==> src/common/piag_pkg.sv <==
// shared constants and carriers for the pointer-indirect address generator
`default_nettype none
package piag_pkg;
	localparam int PTR_W = 23;
	localparam int LOW_W = 16;
	localparam int HIGH_W = 7;
	localparam int WORD_W = 16;
	localparam logic [PTR_W-1:0] PTR_RESET = 23'h000000;
	localparam logic [PTR_W-1:0] STEP_SINGLE = 23'h000001;
	localparam logic [PTR_W-1:0] STEP_DOUBLE = 23'h000002;
	localparam logic [WORD_W-1:0] TEMP_RESET = 16'h0000;

	typedef enum logic [1:0] {
		PIAG_PLAIN,
		PIAG_POST_INC,
		PIAG_POST_DEC,
		PIAG_PRE_INC
	} piag_form_t;

	// decoded operand request
	typedef struct packed {
		logic valid;
		piag_form_t form;
		logic dbl;
		logic circ_en;
	} piag_req_t;

	// address pair to the read port
	typedef struct packed {
		logic valid;
		logic dbl;
		logic [PTR_W-1:0] first;
		logic [PTR_W-1:0] second;
	} piag_addr_t;
endpackage
`default_nettype wire

==> src/logic/piag_temp_pair.sv <==
// temporary register pair loaded from single or double reads
`timescale 1ns/1ps
`default_nettype none
module piag_temp_pair #(
	parameter int WORD_W = 16
) (
	// clock and reset
	input wire logic clk,
	input wire logic rstn,
	// returned read data
	input wire logic rd_valid,
	input wire logic rd_dbl,
	input wire logic [WORD_W-1:0] rd_first,
	input wire logic [WORD_W-1:0] rd_second,
	// register pair
	output logic [WORD_W-1:0] temp_reg_lo,
	output logic [WORD_W-1:0] temp_reg_hi
);
	always_ff @(posedge clk) begin
		if (!rstn) begin
			temp_reg_lo <= piag_pkg::TEMP_RESET;
		end else if (rd_valid) begin
			temp_reg_lo <= rd_first;
		end
	end

	always_ff @(posedge clk) begin
		if (!rstn) begin
			temp_reg_hi <= piag_pkg::TEMP_RESET;
		end else if (rd_valid && rd_dbl) begin
			temp_reg_hi <= rd_second;
		end
	end

	a_pair_order: assert property (@(posedge clk) disable iff (!rstn) rd_valid && rd_dbl |=> temp_reg_lo == $past(rd_first) && temp_reg_hi == $past(rd_second)) else $error("pair order wrong");
	a_single_keep: assert property (@(posedge clk) disable iff (!rstn)
		rd_valid && !rd_dbl |=> temp_reg_lo == $past(rd_first) && $stable(temp_reg_hi))
		else $error("single read disturbed high register");
endmodule
`default_nettype wire

==> src/logic/piag_top.sv <==
// pointer-indirect address generator for memory-mapped register accesses
`timescale 1ns/1ps
`default_nettype none
module piag_top #(
	parameter int PTR_W = piag_pkg::PTR_W,
	parameter int WORD_W = piag_pkg::WORD_W
) (
	// clock and reset
	input wire logic clk,
	input wire logic rstn,
	// decoded operand request
	input wire piag_pkg::piag_req_t req,
	input wire logic [piag_pkg::LOW_W-1:0] circ_buffer_start,
	// pointer load from the core
	input wire logic ptr_load,
	input wire logic [PTR_W-1:0] ptr_load_val,
	// address to the read port
	output piag_pkg::piag_addr_t rd_addr,
	// read data returned
	input wire logic rd_valid,
	input wire logic [WORD_W-1:0] rd_first,
	input wire logic [WORD_W-1:0] rd_second,
	// pointer and temp pair state
	output logic [PTR_W-1:0] ext_addr_pointer,
	output logic [WORD_W-1:0] temp_reg_lo,
	output logic [WORD_W-1:0] temp_reg_hi
);
	// ------------------------------------------------------------
	// step selection and pointer update
	// ------------------------------------------------------------
	logic [PTR_W-1:0] step;
	logic [PTR_W-1:0] ptr_d;
	logic [PTR_W-1:0] ptr_q;
	logic [PTR_W-1:0] access_ptr;
	logic rd_dbl_q;

	assign step = req.dbl ? piag_pkg::STEP_DOUBLE : piag_pkg::STEP_SINGLE;

	always_comb begin
		ptr_d = ptr_q;
		access_ptr = ptr_q;
		case (req.form)
			piag_pkg::PIAG_PLAIN: begin
				ptr_d = ptr_q;
			end
			piag_pkg::PIAG_POST_INC: begin
				ptr_d = ptr_q + step;
			end
			piag_pkg::PIAG_POST_DEC: begin
				ptr_d = ptr_q - step;
			end
			piag_pkg::PIAG_PRE_INC: begin
				ptr_d = ptr_q + step;
				access_ptr = ptr_d;
			end
			default: begin
				ptr_d = ptr_q;
			end
		endcase
	end

	always_ff @(posedge clk) begin
		if (!rstn) begin
			ptr_q <= piag_pkg::PTR_RESET;
		end else if (ptr_load) begin
			ptr_q <= ptr_load_val;
		end else if (req.valid) begin
			ptr_q <= ptr_d;
		end
	end

	assign ext_addr_pointer = ptr_q;

	// ------------------------------------------------------------
	// effective address formation
	// ------------------------------------------------------------
	logic [piag_pkg::HIGH_W-1:0] pointer_high_part;
	logic [piag_pkg::LOW_W-1:0] pointer_low_part;
	logic [piag_pkg::LOW_W-1:0] low_sum;
	logic [PTR_W-1:0] first_addr;
	logic [PTR_W-1:0] second_addr;

	assign pointer_high_part = access_ptr[PTR_W-1:piag_pkg::LOW_W];
	assign pointer_low_part = access_ptr[piag_pkg::LOW_W-1:0];
	// low-part sum wraps within 16 bits; no carry into the high part
	assign low_sum = pointer_low_part + (req.circ_en ? circ_buffer_start : 16'h0000);
	assign first_addr = {pointer_high_part, low_sum};
	assign second_addr = first_addr[0] ? first_addr - piag_pkg::STEP_SINGLE
		: first_addr + piag_pkg::STEP_SINGLE;

	always_ff @(posedge clk) begin
		if (!rstn) begin
			rd_addr <= '0;
		end else begin
			rd_addr.valid <= req.valid;
			rd_addr.dbl <= req.dbl;
			rd_addr.first <= first_addr;
			rd_addr.second <= req.dbl ? second_addr : first_addr;
		end
	end

	// remembers width of issued access for returned data
	always_ff @(posedge clk) begin
		if (!rstn) begin
			rd_dbl_q <= 1'b0;
		end else if (req.valid) begin
			rd_dbl_q <= req.dbl;
		end
	end

	// ------------------------------------------------------------
	// temporary register pair
	// ------------------------------------------------------------
	piag_temp_pair #(
		.WORD_W(WORD_W)
	) piag_temp_pair_i (
		.clk(clk),
		.rstn(rstn),
		.rd_valid(rd_valid),
		.rd_dbl(rd_dbl_q),
		.rd_first(rd_first),
		.rd_second(rd_second),
		.temp_reg_lo(temp_reg_lo),
		.temp_reg_hi(temp_reg_hi)
	);

	// ------------------------------------------------------------
	// checks
	// ------------------------------------------------------------
	a_plain_hold: assert property (@(posedge clk) disable iff (!rstn)
		req.valid && !ptr_load && req.form == piag_pkg::PIAG_PLAIN |=> $stable(ext_addr_pointer))
		else $error("plain form changed pointer");

	a_post_inc_step: assert property (@(posedge clk) disable iff (!rstn)
		req.valid && !ptr_load && req.form == piag_pkg::PIAG_POST_INC
		|=> ext_addr_pointer == $past(ptr_q) + ($past(req.dbl) ? 23'h000002 : 23'h000001))
		else $error("post increment step wrong");

	a_post_dec_step: assert property (@(posedge clk) disable iff (!rstn)
		req.valid && !ptr_load && req.form == piag_pkg::PIAG_POST_DEC
		|=> ext_addr_pointer == $past(ptr_q) - ($past(req.dbl) ? 23'h000002 : 23'h000001))
		else $error("post decrement step wrong");

	a_pre_inc_step: assert property (@(posedge clk) disable iff (!rstn)
		req.valid && !ptr_load && req.form == piag_pkg::PIAG_PRE_INC
		|=> ext_addr_pointer == $past(ptr_q) + ($past(req.dbl) ? 23'h000002 : 23'h000001))
		else $error("pre increment step wrong");

	a_load_wins: assert property (@(posedge clk) disable iff (!rstn)
		ptr_load |=> ext_addr_pointer == $past(ptr_load_val))
		else $error("pointer load lost");

	a_idle_quiet: assert property (@(posedge clk) disable iff (!rstn)
		!req.valid && !ptr_load |=> $stable(ext_addr_pointer) && !rd_addr.valid)
		else $error("idle cycle changed pointer or issued access");

	a_dbl_latch: assert property (@(posedge clk) disable iff (!rstn)
		req.valid |=> rd_dbl_q == $past(req.dbl))
		else $error("returned data width not latched");

	// ------------------------------------------------------------
	// address checks
	// ------------------------------------------------------------
	a_plain_addr: assert property (@(posedge clk) disable iff (!rstn)
		req.valid && !ptr_load && !req.circ_en && req.form == piag_pkg::PIAG_PLAIN
		|=> rd_addr.first == ext_addr_pointer)
		else $error("plain address not the pointer");

	a_addr_join: assert property (@(posedge clk) disable iff (!rstn)
		req.valid && !req.circ_en && req.form != piag_pkg::PIAG_PRE_INC
		|=> rd_addr.first == $past(ptr_q))
		else $error("address not the pointer");

	a_low_sum: assert property (@(posedge clk) disable iff (!rstn)
		req.valid |=> rd_addr.first[piag_pkg::LOW_W-1:0] == $past(access_ptr[piag_pkg::LOW_W-1:0])
		+ ($past(req.circ_en) ? $past(circ_buffer_start) : 16'h0000))
		else $error("low part sum wrong");

	a_post_inc_addr: assert property (@(posedge clk) disable iff (!rstn)
		req.valid && !req.circ_en && req.form == piag_pkg::PIAG_POST_INC
		|=> rd_addr.first == $past(ptr_q))
		else $error("post increment address not old pointer");

	a_post_dec_addr: assert property (@(posedge clk) disable iff (!rstn)
		req.valid && !req.circ_en && req.form == piag_pkg::PIAG_POST_DEC
		|=> rd_addr.first == $past(ptr_q))
		else $error("post decrement address not old pointer");

	a_pre_inc_addr: assert property (@(posedge clk) disable iff (!rstn)
		req.valid && !ptr_load && !req.circ_en && req.form == piag_pkg::PIAG_PRE_INC
		|=> rd_addr.first == ext_addr_pointer)
		else $error("pre increment address not updated pointer");

	a_high_part: assert property (@(posedge clk) disable iff (!rstn)
		req.valid && req.form != piag_pkg::PIAG_PRE_INC
		|=> rd_addr.first[22:16] == $past(ptr_q[22:16]))
		else $error("high part not kept");

	// ------------------------------------------------------------
	// pair and width checks
	// ------------------------------------------------------------
	a_second_addr: assert property (@(posedge clk) disable iff (!rstn)
		rd_addr.valid && rd_addr.dbl
		|-> rd_addr.second == (rd_addr.first[0] ? rd_addr.first - 23'h000001 : rd_addr.first + 23'h000001))
		else $error("second address wrong");

	a_single_pair: assert property (@(posedge clk) disable iff (!rstn)
		req.valid && !req.dbl |=> rd_addr.second == rd_addr.first)
		else $error("single access second address differs");

	a_width_follow: assert property (@(posedge clk) disable iff (!rstn)
		req.valid |=> rd_addr.valid && rd_addr.dbl == $past(req.dbl))
		else $error("access width not followed");
endmodule
`default_nettype wire

==> config.mk <==
export PLATFORM = sky130hd
export DESIGN_NAME = piag_top
export DESIGN_NICKNAME = d
export VERILOG_FILES = /design/src/common/piag_pkg.sv /design/src/logic/piag_temp_pair.sv /design/src/logic/piag_top.sv
export SDC_FILE = /design/constraint.sdc
export NUM_CORES = 1
export LEC_CHECK = 0
export BUFFER_PORTS_ARGS = -buffer_cell sky130_fd_sc_hd__buf_2
export CAP_MARGIN = 20
export CORE_UTILIZATION = 30
export DETAILED_ROUTE_END_ITERATION = 7
export HOLD_SLACK_MARGIN = 0.05
export PLACE_DENSITY_LB_ADDON = 0.3
export SLEW_MARGIN = 10
export SYNTH_ARGS = -nofsm -noshare
export SYNTH_HDL_FRONTEND = slang
export SYNTH_SLANG_ARGS = --single-unit
==> constraint.sdc <==
create_clock -name clk -period 6.8 [get_ports clk]
set_clock_uncertainty 0.1 [all_clocks]
set_input_delay 1.36 -clock clk [delete_from_list [all_inputs] [get_ports clk]]
set_output_delay 1.36 -clock clk [all_outputs]
set_load 0.005 [all_outputs]
==> results.cfg <==
[status]
run_status = finished clean

[min_path]
hold_path_class = reg2reg

[clock_tree]
clockBufferDepth = 2
clock_sinks = 104
cts_buffers = 9
htree_levels = 3
cts_tree = done
path_clk_slew_ns = 0.09
clock_latency_late_sink_ns = 0.36
cts_root_buffer = sky130_fd_sc_hd__clkbuf_16

[synthesis]
yosys-top-cells-count = sky130_fd_sc_hd__dfxtp_1 (104), sky130_fd_sc_hd__nor2_1 (101), sky130_fd_sc_hd__nand2_1 (86)
synth_simple_gate_area_share_pct = 24.1
synth.cell_area_um2 = 6850
synth_fp_nets = 972
synth_top_area_cell = sky130_fd_sc_hd__dfxtp_1
ys_async_sr_fraction_pct = 0
synth_top_family_by_area = simple AND/OR/NAND/NOR gates
synthMuxAreaShare_pct = 5.19
synth_edf_count = 0
xor_xnor_fraction_of_synth_area_pct = 9.57
synth_compound_area_share_pct = 18.0
postSynthAreaPerCell_um2 = 8.07
instance_count_of_the_mapped_netlist = 849
synth_cell_type_count = 78
synth-main-ff-cell = sky130_fd_sc_hd__dfxtp_1
synth-seq-area-share_pct = 30.4
ys_ff_latch = 104
ys_warn_count = 0
yosys.area_share.adder_pct = 8.19
post-synth-top-count-cell = sky130_fd_sc_hd__dfxtp_1
yosys-top-cells-area = sky130_fd_sc_hd__dfxtp_1 (30%), sky130_fd_sc_hd__ha_1 (7.3%), sky130_fd_sc_hd__xnor2_1 (6.5%)
synth_largest_type_area_fraction_pct = 30.4

[timing]
layout_min_cycle_time_ns = 6.26
maxClockFrequency_mhz = 160
hold_viol_final = 0
worst-slew-pin-transition_ns = 0.834
finalSetupViolations = 0
totalNegativeSetupSlack_ns = 0
final_max_slew_viol_count = 0
layout_worst_path_cycle_share_pct = 92.0
unrepaired_setup_endpoints_after_global_routing = false
worst_slew_margin_rel_pct = 44.3
hold-worst-slack_ns = 0.353

[critical_path]
worst-endpoint-arrival_ns = 6.41
critPathMaxFanout = 8
data_required_time_at_the_worst_endpoint_ns = 6.95
crit_type = in2reg
critPathLaunchType = input pin
critPathCaptureType = register

[global_routing]
maximum_number_of_pins_on_one_net_before_global_route_repair = 43
grt_usage_pct = 17.7
vias_in_the_first_global_route = 6127
global_route.overflow_total = 0
grt_antenna_before_repair = 1
global_route_wire_length_before_repair_mm = 32.8

[drt]
ant_nets = 0
drc = 0
wl_per_cell_um = 16.0
via_per_inst = 5.01
drt_iter0_drc = 383
route.vias.total = 6457
routed_wirelength_mm = 20.6
drt_pass1_iterations = 5

[floorplanning]
core-area_um2 = 22100
floorplan.rows = 54
floorplan.die_area_um2 = 23400
num_io_pins = 183
floorplan.die.height_um = 153
initial_utilization_pct = 31.0
chipWidth_um = 153

[cells_and_area]
final_core_utilization_pct = 37.6
nFillCells = 2309
post_route_cells_drive_above_1_share_pct = 23.4
finish.instance_area_um2 = 8310
num-nets-final = 1126
area_growth_pct = 21.4

[placed_design]
gpl_congestion = 0.888
dpl-instance-area_um2 = 7990
place.port_buffers = 182
hpwlAfterDp_mm = 16.1

[power]
vdd.ir_drop.worst_mv = 0.106
power-per-cell-area_nw_per_um2 = 229
p_leak_nw = 3.92

[job]
cap_viol_max_count = 0
[flip-flops by register name, indices dropped and copies added (netlist names)]
name	count
rd_addr	48
ext_addr_pointer	23
piag_temp_pair_i.temp_reg_hi	16
piag_temp_pair_i.temp_reg_lo	16
rd_dbl_q	1
[timing repair]
action,in CTS,in global routing
endpoints found under the setup margin,0,1
setup buffers,0,0
gates resized for setup,0,1
hold buffers,0,0
[routing by layer]
layer  wire length, um  global-route usage, %  up-vias
met3               757                   2.69       25
met5                 0                      0        -
met1              9550                   23.0     2980
li1                  -                      -     3275
met4               439                   6.06        0
met2              9890                   29.5      177
[critical path, cell delays in order]
cell,delay (ns)
sky130_fd_sc_hd__buf_2,0.16
sky130_fd_sc_hd__inv_1,0.08
sky130_fd_sc_hd__buf_4,0.18
sky130_fd_sc_hd__ha_1,0.32
sky130_fd_sc_hd__nor2b_1,0.21
sky130_fd_sc_hd__or2_2,0.20
sky130_fd_sc_hd__nand3_1,0.10
sky130_fd_sc_hd__xnor2_1,0.15
sky130_fd_sc_hd__ha_1,0.26
sky130_fd_sc_hd__a211oi_1,0.34
sky130_fd_sc_hd__o211ai_1,0.17
sky130_fd_sc_hd__a31oi_2,0.27
sky130_fd_sc_hd__a211oi_1,0.12
sky130_fd_sc_hd__or3_2,0.50
sky130_fd_sc_hd__and2_1,0.17
sky130_fd_sc_hd__ha_1,0.40
sky130_fd_sc_hd__o211ai_1,0.17
sky130_fd_sc_hd__o211ai_1,0.20
sky130_fd_sc_hd__a31oi_1,0.08
sky130_fd_sc_hd__nor4_1,0.37
sky130_fd_sc_hd__mux2i_1,0.23
sky130_fd_sc_hd__mux2_2,0.34
[where the power goes]
part,internal (mW),leakage (nW),switching (mW),total (mW)
registers,0.663,0.858,0.0405,0.704
clock network,0.297,0.154,0.265,0.562
logic,0.280,2.91,0.359,0.639
total,1.24,3.92,0.664,1.90
[final cells by class]
class / count / area, um^2 / share of cell area [%]
antenna: 1 / 2.50 / 0.0301
clock buffer: 10 / 229 / 2.75
clock inverter: 6 / 86.3 / 1.04
inverter: 26 / 97.6 / 1.17
multi-input combinational: 667 / 4460 / 53.6
sequential: 104 / 2080 / 25.0
tap: 280 / 350 / 4.21
timing repair buffer: 195 / 1010 / 12.1
[kinds of logic (layout without fill, tap and decap cells)]
logic type,count (synthesis),after routing
and+or+nand+nor,326,326
muxes,35,35
buffers and inverters,78,237
xor gates and xnor gates,74,74
other,0,1
AOI/OAI and AO/OA,189,189
DFF,104,104
adders and majority gates,43,43
[layout by cell type, fill, tap and decap left out, types with 22 or more instances in the layout]
| cell type | instances |
|---|---|
| sky130_fd_sc_hd__mux2i_1 | 31 |
| sky130_fd_sc_hd__inv_1 | 25 |
| sky130_fd_sc_hd__ha_1 | 40 |
| sky130_fd_sc_hd__nand2_1 | 86 |
| sky130_fd_sc_hd__dfxtp_1 | 104 |
| sky130_fd_sc_hd__nor2_1 | 101 |
| sky130_fd_sc_hd__xor2_1 | 22 |
| sky130_fd_sc_hd__and2_1 | 37 |
| sky130_fd_sc_hd__a21oi_1 | 64 |
| sky130_fd_sc_hd__o21ai_0 | 30 |
| sky130_fd_sc_hd__xnor2_1 | 51 |
| sky130_fd_sc_hd__buf_2 | 182 |
[path summary, 6_finish.rpt]
| check | slack [ns] | endpoint | startpoint | cells past startpoint |
|---|---|---|---|---|
| max | 0.54 | rd_addr[22] | req[1] | 22 |
| min reg2reg | 0.35 | piag_temp_pair_i.temp_reg_hi[7] | piag_temp_pair_i.temp_reg_hi[7] | 2 |
| max reg2reg | 1.32 | rd_addr[22] | ext_addr_pointer[0] | 21 |
| min | 0.35 | piag_temp_pair_i.temp_reg_hi[7] | piag_temp_pair_i.temp_reg_hi[7] | 2 |
[through the flow]
stage / cells / total power [mW] / worst slack, ns
detailed placement: 1272 / 1.35 / 0.113
CTS: 1288 / 1.92 / 0.503
floorplan: 849 / 1.15 / 0.506
finish: 1289 / 1.90 / 0.543
global route: 1289 / 2.02 / 0.0427
global placement: 1272 / 1.35 / 0.187
Power figures use the tool's default switching activity.
